`src/rlc_defines.vh`:
```
// Constants for the gateway-side radio link frame codec
`ifndef RLC_DEFINES_VH
`define RLC_DEFINES_VH
`define RLC_LEN_MIN 8'h0c
`define RLC_LEN_MAX 8'h7f
`define RLC_LEN_DL 8'hff
`define RLC_LEN_OVERHEAD 8'h0c
`define RLC_PAY_MAX 8'h73
`define RLC_DL_PAY 8'hda
`define RLC_DL_PARITY 8'h20
`define RLC_EX_HDR_LAST 8'h0a
`define RLC_DL_HDR_LAST 8'h03
`define RLC_CI_APP 8'h20
`define RLC_C_PING 8'h46
`define RLC_C_PONG 8'h06
`define RLC_C_DATA_LO 8'h44
`define RLC_C_DATA_HI 8'h54
`define RLC_C_COMMAND 8'h43
`define RLC_C_RESPONSE 8'h08
`define RLC_C_ZERO_BIT 6
`define RLC_C_PRI_BIT 4
`define RLC_CRC_POLY 16'h3d65
`define RLC_CRC_INIT 16'h0000
`define RLC_KIND_PONG 2'h0
`define RLC_KIND_COMMAND 2'h1
`define RLC_KIND_DOWNLOAD 2'h2
`define RLC_RX_PING 2'h0
`define RLC_RX_DATA 2'h1
`define RLC_RX_RESPONSE 2'h2
`endif

```
`src/rlc_gateway_codec.v`:
```
// Gateway-side framer and deframer for the metering radio link
`timescale 1ns/1ps
`include "rlc_defines.vh"
// Summary of operation
// - One checksum covers the whole exchange frame
// - Exchange payload never exceeds 115 bytes
// - Control bit 5 always sent as zero
// - Data control priority bit: 0 low, 1 high
// - Reserved bit zero; primary bit marks initiator
// - Only ping, pong, data, command, response codes
// - Manufacturer and address always name the device
// - Control-information byte is always 0x20
// - Exchange length byte lies in 12..127
// - Field order length, control, manuf, address, CI
// - Address: serial LSB first, version, type
// - Exchange checksum two bytes, MSB first
// - Length 255 marks a download frame
// - Download: 218 payload, 4 header, 2 checksum
// - Data bytes first, then 32 parity bytes
// - Download sequence id three bytes, MSB first
// - Download checksum MSB first before parity
// - Parity covers sequence id through payload
// - One command and response per data message
module rlc_gateway_codec
(
   input wire clk,
   input wire sys_rst,
   input wire txStart,
   input wire [1:0] txKind,
   input wire [6:0] txPayLen,
   input wire [15:0] txManuf,
   input wire [47:0] txAddr,
   input wire [23:0] txSeqId,
   output wire txBusy,
   output reg txRefused_ff,
   output reg txDone_ff,
   input wire [7:0] txData,
   input wire txDataValid,
   output wire txDataReady,
   output reg [7:0] phyTxByte_ff,
   output reg phyTxValid_ff,
   input wire phyTxReady,
   input wire [7:0] phyRxByte,
   input wire phyRxValid,
   input wire phyRxSof,
   output wire phyRxReady,
   output wire [7:0] rxData,
   output wire rxDataValid,
   input wire rxDataReady,
   output reg rxDone_ff,
   output reg rxGood_ff,
   output reg [1:0] rxKind_ff,
   output reg rxPriority_ff,
   output reg [15:0] rxManuf_ff,
   output reg [47:0] rxAddr_ff,
   output reg rxLenErr_ff,
   output reg rxCtrlErr_ff,
   output reg rxCiErr_ff,
   output reg rxCrcErr_ff,
   output reg rxDownloadSeen_ff,
   output reg cmdArmed_ff
);
   localparam [4:0] ST_IDLE = 5'h01;
   localparam [4:0] ST_HDR = 5'h02;
   localparam [4:0] ST_PAY = 5'h04;
   localparam [4:0] ST_CRC = 5'h08;
   localparam [4:0] ST_PAR = 5'h10;

   // CRC update, MSB-first shift, zero start, complemented on the wire
   function [15:0] crcUpd;
      input [15:0] crc;
      input [7:0] d;
      integer i;
      reg [15:0] c;
      begin
         c = crc;
         for (i = 7; i >= 0; i = i - 1)
         begin
            if (c[15] ^ d[i])
               c = {c[14:0], 1'b0} ^ `RLC_CRC_POLY;
            else
               c = {c[14:0], 1'b0};
         end
         crcUpd = c;
      end
   endfunction

   // Header byte by index; exchange and download headers share the counter
   function [7:0] hdrByte;
      input dl;
      input [7:0] idx;
      input [7:0] lenVal;
      input [7:0] ctrl;
      input [15:0] manuf;
      input [47:0] addr;
      input [23:0] seq;
      begin
         if (dl)
         begin
            case (idx)
               8'h00: hdrByte = `RLC_LEN_DL;
               8'h01: hdrByte = seq[23:16];
               8'h02: hdrByte = seq[15:8];
               default: hdrByte = seq[7:0];
            endcase
         end
         else
         begin
            case (idx)
               8'h00: hdrByte = lenVal;
               8'h01: hdrByte = ctrl;
               8'h02: hdrByte = manuf[7:0];
               8'h03: hdrByte = manuf[15:8];
               8'h04: hdrByte = addr[7:0];
               8'h05: hdrByte = addr[15:8];
               8'h06: hdrByte = addr[23:16];
               8'h07: hdrByte = addr[31:24];
               8'h08: hdrByte = addr[39:32];
               8'h09: hdrByte = addr[47:40];
               default: hdrByte = `RLC_CI_APP;
            endcase
         end
      end
   endfunction

   // Transmit path
   reg [4:0] txState_ff;
   reg [7:0] txCnt_ff;
   reg [7:0] txPayN_ff;
   reg txDl_ff;
   reg [7:0] txCtrl_ff;
   reg [15:0] txManuf_ff;
   reg [47:0] txAddr_ff;
   reg [23:0] txSeq_ff;
   reg [15:0] txCrc_ff;
   reg cmdUse_ff;
   wire txAdv;
   wire [7:0] txHdrLast;
   wire [7:0] txLenByte;
   wire [7:0] txHdr;
   wire txTake;
   wire txBad;

   assign txAdv = ~phyTxValid_ff | phyTxReady;
   assign txBusy = (txState_ff != ST_IDLE);
   assign txHdrLast = txDl_ff ? `RLC_DL_HDR_LAST : `RLC_EX_HDR_LAST;
   assign txLenByte = txPayN_ff + `RLC_LEN_OVERHEAD;
   assign txHdr = hdrByte(txDl_ff, txCnt_ff, txLenByte, txCtrl_ff, txManuf_ff, txAddr_ff,
      txSeq_ff);
   assign txDataReady = txAdv & ((txState_ff == ST_PAY) | (txState_ff == ST_PAR));
   assign txTake = txDataReady & txDataValid;
   // Commands only after a data frame, once each; long payloads refused
   assign txBad = (txKind == `RLC_KIND_COMMAND && !cmdArmed_ff) ||
      (txKind != `RLC_KIND_DOWNLOAD && {1'b0, txPayLen} > `RLC_PAY_MAX) ||
      (txKind == 2'h3);

   always @(posedge clk or posedge sys_rst)
   begin
      if (sys_rst)
      begin
         txState_ff <= ST_IDLE;
         txCnt_ff <= 8'h00;
         txPayN_ff <= 8'h00;
         txDl_ff <= 1'b0;
         txCtrl_ff <= 8'h00;
         txManuf_ff <= 16'h0000;
         txAddr_ff <= 48'h000000000000;
         txSeq_ff <= 24'h000000;
         txCrc_ff <= `RLC_CRC_INIT;
         txRefused_ff <= 1'b0;
         txDone_ff <= 1'b0;
         phyTxByte_ff <= 8'h00;
         phyTxValid_ff <= 1'b0;
      end
      else
      begin
         txRefused_ff <= 1'b0;
         txDone_ff <= 1'b0;
         if (txAdv)
            phyTxValid_ff <= 1'b0;
         case (txState_ff)
            ST_IDLE:
            begin
               if (txStart & txBad)
                  txRefused_ff <= 1'b1;
               else if (txStart)
               begin
                  txState_ff <= ST_HDR;
                  txCnt_ff <= 8'h00;
                  txCrc_ff <= `RLC_CRC_INIT;
                  txDl_ff <= (txKind == `RLC_KIND_DOWNLOAD);
                  txPayN_ff <= (txKind == `RLC_KIND_DOWNLOAD) ? `RLC_DL_PAY : {1'b0, txPayLen};
                  // Gateway initiates commands, answers pings with cleared primary bit
                  txCtrl_ff <= (txKind == `RLC_KIND_COMMAND) ? `RLC_C_COMMAND : `RLC_C_PONG;
                  txManuf_ff <= txManuf;
                  txAddr_ff <= txAddr;
                  txSeq_ff <= txSeqId;
               end
            end
            ST_HDR:
            begin
               if (txAdv)
               begin
                  phyTxByte_ff <= txHdr;
                  phyTxValid_ff <= 1'b1;
                  txCrc_ff <= crcUpd(txCrc_ff, txHdr);
                  txCnt_ff <= txCnt_ff + 8'h01;
                  if (txCnt_ff == txHdrLast)
                  begin
                     txCnt_ff <= 8'h00;
                     txState_ff <= (txPayN_ff == 8'h00) ? ST_CRC : ST_PAY;
                  end
               end
            end
            ST_PAY:
            begin
               if (txTake)
               begin
                  phyTxByte_ff <= txData;
                  phyTxValid_ff <= 1'b1;
                  txCrc_ff <= crcUpd(txCrc_ff, txData);
                  txCnt_ff <= txCnt_ff + 8'h01;
                  if (txCnt_ff == txPayN_ff - 8'h01)
                  begin
                     txCnt_ff <= 8'h00;
                     txState_ff <= ST_CRC;
                  end
               end
            end
            ST_CRC:
            begin
               if (txAdv)
               begin
                  // High byte first, then low
                  phyTxByte_ff <= (txCnt_ff == 8'h00) ? ~txCrc_ff[15:8] : ~txCrc_ff[7:0];
                  phyTxValid_ff <= 1'b1;
                  txCnt_ff <= txCnt_ff + 8'h01;
                  if (txCnt_ff == 8'h01)
                  begin
                     txCnt_ff <= 8'h00;
                     txState_ff <= txDl_ff ? ST_PAR : ST_IDLE;
                     txDone_ff <= ~txDl_ff;
                  end
               end
            end
            ST_PAR:
            begin
               // Parity is computed upstream and streamed MSB first
               if (txTake)
               begin
                  phyTxByte_ff <= txData;
                  phyTxValid_ff <= 1'b1;
                  txCnt_ff <= txCnt_ff + 8'h01;
                  if (txCnt_ff == `RLC_DL_PARITY - 8'h01)
                  begin
                     txCnt_ff <= 8'h00;
                     txState_ff <= ST_IDLE;
                     txDone_ff <= 1'b1;
                  end
               end
            end
            default:
               txState_ff <= ST_IDLE;
         endcase
      end
   end

   // Receive path
   reg [4:0] rxState_ff;
   reg [7:0] rxCnt_ff;
   reg [7:0] rxPayN_ff;
   reg [15:0] rxCrc_ff;
   reg [7:0] rxCrcHi_ff;
   reg [7:0] rxCtrl_ff;
   reg rxBadCtrl_ff;
   reg rxBadCi_ff;
   wire bufInReady;
   wire rxTake;
   wire ctrlOk;
   wire pushPay;

   assign phyRxReady = (rxState_ff != ST_PAY) | bufInReady;
   assign rxTake = phyRxValid & phyRxReady;
   assign pushPay = rxTake & ~phyRxSof & (rxState_ff == ST_PAY);
   // Uplink codes only; reserved and bit 5 must read zero
   assign ctrlOk = (phyRxByte == `RLC_C_PING) || (phyRxByte == `RLC_C_DATA_LO) ||
      (phyRxByte == `RLC_C_DATA_HI) || (phyRxByte == `RLC_C_RESPONSE);

   rlc_buf2 uPayBuf
   (
      .clk(clk),
      .sys_rst(sys_rst),
      .inValid(pushPay),
      .inReady(bufInReady),
      .inData(phyRxByte),
      .outValid(rxDataValid),
      .outReady(rxDataReady),
      .outData(rxData)
   );

   always @(posedge clk or posedge sys_rst)
   begin
      if (sys_rst)
      begin
         rxState_ff <= ST_IDLE;
         rxCnt_ff <= 8'h00;
         rxPayN_ff <= 8'h00;
         rxCrc_ff <= `RLC_CRC_INIT;
         rxCrcHi_ff <= 8'h00;
         rxCtrl_ff <= 8'h00;
         rxBadCtrl_ff <= 1'b0;
         rxBadCi_ff <= 1'b0;
         rxDone_ff <= 1'b0;
         rxGood_ff <= 1'b0;
         rxKind_ff <= `RLC_RX_PING;
         rxPriority_ff <= 1'b0;
         rxManuf_ff <= 16'h0000;
         rxAddr_ff <= 48'h000000000000;
         rxLenErr_ff <= 1'b0;
         rxCtrlErr_ff <= 1'b0;
         rxCiErr_ff <= 1'b0;
         rxCrcErr_ff <= 1'b0;
         rxDownloadSeen_ff <= 1'b0;
         cmdArmed_ff <= 1'b0;
      end
      else
      begin
         rxDone_ff <= 1'b0;
         rxDownloadSeen_ff <= 1'b0;
         // A good data frame arms one command; rearm wins over sending it
         if (cmdUse_ff)
            cmdArmed_ff <= 1'b0;
         if (rxTake & phyRxSof)
         begin
            rxCrc_ff <= crcUpd(`RLC_CRC_INIT, phyRxByte);
            rxCnt_ff <= 8'h01;
            rxBadCtrl_ff <= 1'b0;
            rxBadCi_ff <= 1'b0;
            rxPayN_ff <= phyRxByte - `RLC_LEN_OVERHEAD;
            if (phyRxByte > `RLC_LEN_MAX)
            begin
               // Download frames are gateway-originated; flag and skip
               rxDownloadSeen_ff <= 1'b1;
               rxState_ff <= ST_IDLE;
            end
            else if (phyRxByte < `RLC_LEN_MIN)
            begin
               rxLenErr_ff <= 1'b1;
               // Status describes this frame only
               rxCtrlErr_ff <= 1'b0;
               rxCiErr_ff <= 1'b0;
               rxCrcErr_ff <= 1'b0;
               rxGood_ff <= 1'b0;
               rxDone_ff <= 1'b1;
               rxState_ff <= ST_IDLE;
            end
            else
            begin
               rxLenErr_ff <= 1'b0;
               rxState_ff <= ST_HDR;
            end
         end
         else if (rxTake)
         begin
            case (rxState_ff)
               ST_HDR:
               begin
                  rxCrc_ff <= crcUpd(rxCrc_ff, phyRxByte);
                  rxCnt_ff <= rxCnt_ff + 8'h01;
                  case (rxCnt_ff)
                     8'h01:
                     begin
                        rxCtrl_ff <= phyRxByte;
                        rxBadCtrl_ff <= ~ctrlOk;
                     end
                     8'h02: rxManuf_ff[7:0] <= phyRxByte;
                     8'h03: rxManuf_ff[15:8] <= phyRxByte;
                     8'h04: rxAddr_ff[7:0] <= phyRxByte;
                     8'h05: rxAddr_ff[15:8] <= phyRxByte;
                     8'h06: rxAddr_ff[23:16] <= phyRxByte;
                     8'h07: rxAddr_ff[31:24] <= phyRxByte;
                     8'h08: rxAddr_ff[39:32] <= phyRxByte;
                     8'h09: rxAddr_ff[47:40] <= phyRxByte;
                     default: rxBadCi_ff <= (phyRxByte != `RLC_CI_APP);
                  endcase
                  if (rxCnt_ff == `RLC_EX_HDR_LAST)
                  begin
                     rxCnt_ff <= 8'h00;
                     rxState_ff <= (rxPayN_ff == 8'h00) ? ST_CRC : ST_PAY;
                  end
               end
               ST_PAY:
               begin
                  rxCrc_ff <= crcUpd(rxCrc_ff, phyRxByte);
                  rxCnt_ff <= rxCnt_ff + 8'h01;
                  if (rxCnt_ff == rxPayN_ff - 8'h01)
                  begin
                     rxCnt_ff <= 8'h00;
                     rxState_ff <= ST_CRC;
                  end
               end
               ST_CRC:
               begin
                  rxCnt_ff <= rxCnt_ff + 8'h01;
                  if (rxCnt_ff == 8'h00)
                     rxCrcHi_ff <= phyRxByte;
                  else
                  begin
                     rxState_ff <= ST_IDLE;
                     rxDone_ff <= 1'b1;
                     rxCtrlErr_ff <= rxBadCtrl_ff;
                     rxCiErr_ff <= rxBadCi_ff;
                     rxCrcErr_ff <= ({rxCrcHi_ff, phyRxByte} != ~rxCrc_ff);
                     rxGood_ff <= ~rxBadCtrl_ff & ~rxBadCi_ff &
                        ({rxCrcHi_ff, phyRxByte} == ~rxCrc_ff);
                     rxPriority_ff <= rxCtrl_ff[`RLC_C_PRI_BIT];
                     if (rxCtrl_ff == `RLC_C_PING)
                        rxKind_ff <= `RLC_RX_PING;
                     else if (rxCtrl_ff == `RLC_C_RESPONSE)
                        rxKind_ff <= `RLC_RX_RESPONSE;
                     else
                        rxKind_ff <= `RLC_RX_DATA;
                     // Priority does not gate arming of the command window
                     if (~rxBadCtrl_ff & ~rxBadCi_ff & ({rxCrcHi_ff, phyRxByte} == ~rxCrc_ff) &&
                        rxCtrl_ff[`RLC_C_ZERO_BIT - 1] == 1'b0 &&
                        (rxCtrl_ff & 8'hef) == `RLC_C_DATA_LO)
                        cmdArmed_ff <= 1'b1;
                  end
               end
               default:
                  rxState_ff <= ST_IDLE;
            endcase
         end
      end
   end

   always @(posedge clk or posedge sys_rst)
   begin
      if (sys_rst)
         cmdUse_ff <= 1'b0;
      else
         cmdUse_ff <= txStart & ~txBad & (txState_ff == ST_IDLE) &
            (txKind == `RLC_KIND_COMMAND);
   end
endmodule // rlc_gateway_codec

```
`src/rlc_buf2.v`:
```
// Two-entry valid/ready buffer for received payload bytes
`timescale 1ns/1ps
module rlc_buf2
(
   input wire clk,
   input wire sys_rst,
   input wire inValid,
   output wire inReady,
   input wire [7:0] inData,
   output wire outValid,
   input wire outReady,
   output wire [7:0] outData
);
   reg [7:0] mem_ff [0:1];
   reg wrIdx_ff;
   reg rdIdx_ff;
   reg [1:0] count_ff;
   wire push;
   wire pop;

   assign inReady = (count_ff != 2'h2);
   assign outValid = (count_ff != 2'h0);
   assign outData = mem_ff[rdIdx_ff];
   assign push = inValid & inReady;
   assign pop = outValid & outReady;

   always @(posedge clk or posedge sys_rst)
   begin
      if (sys_rst)
      begin
         mem_ff[0] <= 8'h00;
         mem_ff[1] <= 8'h00;
         wrIdx_ff <= 1'b0;
         rdIdx_ff <= 1'b0;
         count_ff <= 2'h0;
      end
      else
      begin
         if (push)
         begin
            mem_ff[wrIdx_ff] <= inData;
            wrIdx_ff <= ~wrIdx_ff;
         end
         if (pop)
            rdIdx_ff <= ~rdIdx_ff;
         if (push & ~pop)
            count_ff <= count_ff + 2'h1;
         else if (pop & ~push)
            count_ff <= count_ff - 2'h1;
      end
   end
endmodule // rlc_buf2

```
`config.mk`:
```
export PLATFORM = sky130hd
export DESIGN_NAME = rlc_gateway_codec
export DESIGN_NICKNAME = d
export VERILOG_FILES = /design/src/rlc_gateway_codec.v /design/src/rlc_buf2.v
export VERILOG_INCLUDE_DIRS = /design/src
export SDC_FILE = /design/constraint.sdc
export NUM_CORES = 1
export LEC_CHECK = 0
export ABC_AREA = 1
export BUFFER_PORTS_ARGS = -buffer_cell sky130_fd_sc_hd__buf_2
export CAP_MARGIN = 30
export CORE_UTILIZATION = 39
export CTS_CLUSTER_DIAMETER = 30
export DETAILED_ROUTE_END_ITERATION = 16
export GPL_TIMING_DRIVEN = 0
export PLACE_DENSITY = 0.68
export SYNTH_ARGS = -nofsm -noshare
export SYNTH_HDL_FRONTEND = slang
export SYNTH_SLANG_ARGS = --single-unit
export TNS_END_PERCENT = 5
```
`constraint.sdc`:
```
create_clock -name clk -period 9.3 [get_ports clk]
set_input_delay 1.86 -clock clk [delete_from_list [all_inputs] [get_ports clk]]
set_output_delay 1.86 -clock clk [all_outputs]
set_load 0.01 [all_outputs]
```
Word level (Yosys, flattened, before mapping):

Cells that the tools add are included.

* register bits: 296
* input port bits: 121
* word-level logic and storage cells: 526

* add/sub/neg operators: 8
* order comparisons: 6
* eq/ne operators: 66
* mux-type cells: 234
* bitwise operators: 115
* reductions and logical operators: 52

Operators with widths (number)
* two-way mux 16 bit: 83
* two-way mux 14 bit: 39
* NOT 9 bit: 37
* two-way mux 8 bit: 24
* two-way mux 5 bit: 16
* one-hot mux 8 bit (10 select lines): 1
* one-hot mux 8 bit (3 select lines): 3
* == test 8 x 3 -> 1 bit, second input constant: 8
* == test 8 x 4 -> 1 bit, second input constant: 7
* AND reduction 4 bit: 13
* two-way mux 1 bit: 49
* one-hot mux 16 bit (3 select lines): 1
* one-hot mux 8 bit (5 select lines): 1
* XOR 1 bit: 38
* == test 8 x 2 -> 1 bit, second input constant: 4
* == test 8 x 7 -> 1 bit, second input constant: 4
* logical NOT 8 bit: 4
* one-hot mux 16 bit (2 select lines): 1
* one-hot mux 5 bit (5 select lines): 1
* != test 2 bit, second input constant: 12
* adder 8 x 1 -> 8 bit, second input constant: 2
* bitwise AND 1 bit: 16
* bitwise mux 16 bit: 1
* == test 16 bit: 1
* other kinds (54): 115

Logic depth before layout (Yosys ltp):

* word-level depth: 40
* mapped depth: 26
* gate-level depth less buffers: 26

Modules after synthesis:

From an unflattened synthesis, not the netlist that was laid out.

* cell total of the unflattened synthesis: 2154
* area, all modules: 16861.2 um^2

By module, submodules not included
* rlc_gateway_codec: times used 1, cells an instance 2029, area an instance 15836.4 um^2
* rlc_buf2: times used 1, cells an instance 125, area an instance 1024.7 um^2

Least setup slack after synthesis:

No wires, ideal clock.

* path type: input to register
* start point: input phyRxByte[6]
* end point: register rxCrc_ff[13]
* arrival: 4178 ps
* required time: 9180 ps
* path slack: 5002 ps
* cell stages on the path: 13
* path buffers: 1
* cell sequence: clkinv_1 clkbuf_1 ha_1 inv_1 nand2_1 nand2_1 xnor2_1 xor2_1 xor2_1 xor2_1 o221ai_1 o21ai_0 inv_1

* word-level cells in the longest chain between the ends: 31
* elaborated cells on any way between the ends: 99
* those cells by class: mux (66); bitwise (33)

RTL lines
* from (decl): RTL line rlc_gateway_codec.v:43 `input wire [7:0] phyRxByte,`
* XOR 1 bit: RTL line rlc_gateway_codec.v:79 `if (c[15] ^ d[i])`
* two-way mux 14 bit: RTL line rlc_gateway_codec.v:79
* two-way mux 16 bit: RTL line rlc_gateway_codec.v:365 `case (rxState_ff)`
* two-way mux 16 bit: RTL line rlc_gateway_codec.v:363 `else if (rxTake)`
* two-way mux 16 bit: RTL line rlc_gateway_codec.v:333 `if (rxTake & phyRxSof)`
* two-way mux 16 bit / NOT 9 bit (equally long branches)
* two-way mux 16 bit / two-way mux 14 bit (equally long branches): RTL line rlc_gateway_codec.v:363, rlc_gateway_codec.v:79
* two-way mux 16 bit (on tied branches): RTL line rlc_gateway_codec.v:333, rlc_gateway_codec.v:365
* (+15 left out)
* two-way mux 16 bit: RTL line rlc_gateway_codec.v:365
* two-way mux 16 bit: RTL line rlc_gateway_codec.v:363
* two-way mux 16 bit: RTL line rlc_gateway_codec.v:333
* NOT 9 bit (no source line) / XOR 1 bit (equally long branches)
* two-way mux 14 bit: RTL line rlc_gateway_codec.v:79
* one-hot mux 16 bit (2 select lines): RTL line rlc_gateway_codec.v:365
* two-way mux 16 bit: RTL line rlc_gateway_codec.v:363
* two-way mux 16 bit (*): RTL line rlc_gateway_codec.v:333
* to (signal assigned): RTL line rlc_gateway_codec.v:335 `` rxCrc_ff <= crcUpd(`RLC_CRC_INIT, phyRxByte); ``
* to (signal assigned): RTL line rlc_gateway_codec.v:368 `rxCrc_ff <= crcUpd(rxCrc_ff, phyRxByte);`
* to (signal assigned): RTL line rlc_gateway_codec.v:394 `rxCrc_ff <= crcUpd(rxCrc_ff, phyRxByte);`
* to (decl): RTL line rlc_gateway_codec.v:272 `reg [15:0] rxCrc_ff;`

Mark *: on every way between the ends. The rest lies on a longest branch, timed or not. The select of a mux whose other input is x is not followed.
A chain may end at the register's enable or synchronous reset.

Worst setup path in the final report:

Same ends and word-level chain as after synthesis.

==> results.md <==
| Stage | Quantity | Reported |
|:---|:---|:---|
| setup path | Kind of start point of the critical path | input pin |
| floorplan | Number of placement rows | 75 |
| floorplan | Total I/O pin count | 219 |
| hold path | Worst hold-check path type | reg -> reg |
| yosys | Syn_nets | 2271 |
| yosys | Main area contributors after synthesis | sky130_fd_sc_hd__dfrtp_1 43%, sky130_fd_sc_hd__nand2_1 15%, sky130_fd_sc_hd__o21ai_0 6.0% |
| clock tree | Longest Clk Path Bufs | 3 |
| floorplan | Die Wd | 210 um |
| power | Maximum ir drop on the vdd rail | 0.231 mV |
| yosys | Post-synthesis async set-or-reset flop share | 100% |
| power | P_leak | 0.0108 uW |
| yosys | Yosys top cell area share | 42.7% |
| final layout | Final Cell Area | 21400 um2 |
| setup path | Worst-path fanout max | 12 |
| route | Routed wire length | 55600 um |
| sta | Final count of pins violating max slew | 0 |
| floorplan | Core Footprint | 42200 um2 |
| global route | Antenna violations before repair | 0 |
| power | Power per standard cell area | 436 nW/um2 |
| route | Routed vias | 15800 |
| clock tree | Total of cells resized after clock tree synthesis | 0 |
| yosys | Number of library cell types mapped by synthesis | 69 |
| clock tree | Worst-skew pair later-pin latency | 0.59 ns |
| global route | Vias in the first global route | 15800 |
| sta | Endpoints failing setup | 0 |
| power | Power spent charging and discharging nets | 4210 uW |
| yosys | Synth area leader | sky130_fd_sc_hd__dfrtp_1 |
| route | DR pass1 iterations | 6 |
| clock tree | Clock transition at the register clock pins on the worst setup and hold paths after CTS | 0.05 ns |
| setup path | Critical path class | in -> reg |
| sta | Setup Skew | 0.0292 ns |
| clock tree | Master cell of the clock root buffer | sky130_fd_sc_hd__clkbuf_16 |
| route | DRC marker count from the first detailed-route iteration | 1263 |
| sta | Max Clock Freq | 207 MHz |
| power | Combinational cell fraction of total power | 50.0% |
| sta | Final sum of negative setup slack | 0 ns |
| sta | Worst Max-Slew Pin Slew | 0.895 ns |
| sta | Final min period | 4.83 ns |
| setup path | Data required time of the worst path | 9.77 ns |
| setup path | CP Capture Type | register |
| floorplan | Height of the die | 210 um |
| clock tree | Total CTS buffers | 78 |
| global route | Wire length of the first global-routing pass | 87600 um |
| floorplan | Total Die Area | 44000 um2 |
| final layout | Proportion of layout cells with a drive suffix above 1 | 20.6% |
| setup path | Worst path arrival time | 5.31 ns |
| clock tree | Max H-tree Level | 3 |
| yosys | Number of flops mapped to enable cells by yosys | 0 |
| sta | Worst max-slew margin expressed relative to the limit | 40.4% |
| route | Vias per Instance | 5.20 |
| final layout | Number of nets in the final layout | 2573 |
| placed design | Port Buffers | 213 |
| placed design | Sum of net half-perimeters after detailed placement | 41200 um |
| route | DRC viols | 0 |
| floorplan | Starting Density | 39.9% |
| sta | Number of hold violations in the final report | 0 |
| final layout | Number of antenna cells inserted | 0 |
| yosys | Post-synth top flop | sky130_fd_sc_hd__dfrtp_1 |
| power | Flop pwr share | 20.8% |
| clock tree | Buffers inserted by post-CTS timing repair | 0 |
| clock tree | Clock sinks | 289 |
| final layout | Filler cell count in the final layout | 3985 |
| power | Cell internal pwr | 5140 uW |
| run status | Status | complete, no violations |
| yosys | Register bit total from synthesis | 289 |
| yosys | Number of instances in the synthesized netlist | 2129 |
| global route | Pin count of the biggest net entering global routing | 43 |
| yosys | Mean instance size in the synthesized netlist | 7.91 um2 |
| clock tree | Hold-fix buffers, CTS | 0 |
| yosys | Sequential fraction of the synthesis area | 43.0% |
| power | Portion of total power attributed to the clock network | 29.2% |
| clock tree | TritonCTS clock tree | built |
| global route | Overflow left after global routing | 0 |
| yosys | Number of warnings reported in the yosys synthesis log | 0 |
| global route | All-layer global routing usage | 25.7% |
| sta | Unrepaired setup endpoints after global routing | false |
| placed design | Placed Area | 18700 um2 |
| route | Number of nets with antenna violations after detailed routing | 0 |
| route | Drt wl/cell | 18.3 um |
| sta | Period utilisation layout | 52.0% |
| power | Switch share | 45.0% |
| yosys | Mapped cell area | 16800 um2 |
| run | Max capacitance violation total | 0 |
| final layout | Synth-to-Final Area Change | 27.4% |
| placed design | Final RePlAce weighted congestion | 0.946 |
worst max-delay path, cell delays in order:
cell,delay [ns]
sky130_fd_sc_hd__buf_2,0.14
sky130_fd_sc_hd__clkinv_1,0.28
sky130_fd_sc_hd__clkbuf_1,0.47
sky130_fd_sc_hd__ha_1,0.55
sky130_fd_sc_hd__inv_1,0.08
sky130_fd_sc_hd__nand2_1,0.07
sky130_fd_sc_hd__nand2_1,0.14
sky130_fd_sc_hd__xnor2_1,0.30
sky130_fd_sc_hd__xor2_1,0.66
sky130_fd_sc_hd__xor2_1,0.22
sky130_fd_sc_hd__xor2_1,0.22
sky130_fd_sc_hd__o221ai_1,0.15
sky130_fd_sc_hd__o21ai_0,0.10
sky130_fd_sc_hd__inv_1,0.05
power groups by stage:
stage / sequential [uW] / clock (uW) / combinational [uW]
2_1_floorplan: 1890 / 0 / 3500
3_3_place_gp: 1940 / 0 / 4520
3_5_place_dp: 1950 / 0 / 4590
4_1_cts: 1940 / 2770 / 4630
5_1_grt: 1990 / 2840 / 5180
6_report: 1950 / 2730 / 4670
final timing paths:
| path | depth (start not counted) | slack [ns] | end | start |
|---|---|---|---|---|
| worst min register to register | 2 | 0.47 | rxKind_ff[1]$_DFFE_PP0P_ | rxKind_ff[1]$_DFFE_PP0P_ |
| worst max register to register | 24 | 5.60 | txCrc_ff[13]$_DFFE_PP0P_ | txCnt_ff[0]$_DFFE_PP0P_ |
| worst max-delay path | 14 | 4.47 | rxCrc_ff[13]$_DFFE_PP0P_ | phyRxByte[6] |
| min in group asynchronous | 2 | 1.25 | rxAddr_ff[11]$_DFFE_PP0P_ | sys_rst |
| worst min-delay path | 2 | 0.47 | rxKind_ff[1]$_DFFE_PP0P_ | rxKind_ff[1]$_DFFE_PP0P_ |
| max in group asynchronous | 5 | 6.96 | txState_ff[0]$_DFFE_PP1P_ | sys_rst |
metal layers:
metal,share of wire (%),global-route usage (%)
met5,0,0
met2,47,42.9
met3,7.2,5.72
met1,42,32.4
met4,3.6,9.99
layout make-up:
type,count,area (um2),area share [%]
plain buffers,70,313,1.46
clock buffers,92,2150,10.0
clock inverters,50,561,2.61
inverters,201,758,3.53
multi-input cells,1569,8530,39.8
flip-flops and latches,289,7230,33.7
well taps,539,674,3.14
repair buffers,222,1230,5.74
synthesized netlist by cell type (all sizes together), types with 10 or more instances:
master  count
a21oi      53
buf        12
clkbuf     58
dfrtp     287
ha         21
inv       196
nand2     707
nand3      95
nand4      22
nor2      144
nor3       31
o21ai     215
o22ai      10
or2        16
xnor2      56
xor2      122
kinds of logic (layout without fill, tap and decap cells):
logic type | count (synthesis) | count (layout) | synth area share, %
compound gates | 332 | 332 | 11.0
flops | 289 | 289 | 43.0
fa+ha+maj | 21 | 21 | 1.56
mux | 9 | 9 | 0.602
buf+inv | 271 | 635 | 6.34
simple gates | 1029 | 1029 | 27.3
xor+xnor | 178 | 178 | 10.3
through the flow:
| stage | instances | power (uW) | hold slack, ns | utilization [%] | setup slack, ns |
|---|---|---|---|---|---|
| after detailed placement | 2890 | 6540 | 0.453 | 44.4 | 3.86 |
| after global placement | 2881 | 6460 | 0.453 | 44.0 | 1.83 |
| final | 3032 | 9350 | 0.466 | 50.8 | 4.47 |
| after global routing | 3032 | 10000 | 0.483 | 50.8 | 4.18 |
| after floorplan | 2129 | 5390 | 0.440 | - | 3.61 |
| after CTS | 3032 | 9340 | 0.464 | 50.8 | 4.47 |
cell usage in the layout (no fill, tap or decap), drive strengths merged, types with 31 or more instances in the layout:
cell type,n
a21oi,53
buf,234
clkbuf,150
dfrtp,287
inv,209
nand2,707
nand3,95
nor2,144
nor3,31
o21ai,215
xnor2,56
xor2,122
flip-flops by register name, summed over array words and instances, names as in the netlist, 16 cells and up:
register	cells
txSeq_ff	24
txManuf_ff	16
rxCrc_ff	16
rxManuf_ff	16
txCrc_ff	16
uPayBuf.mem_ff	16
txAddr_ff	48
rxAddr_ff	48
(Power assumes the default switching activity.)
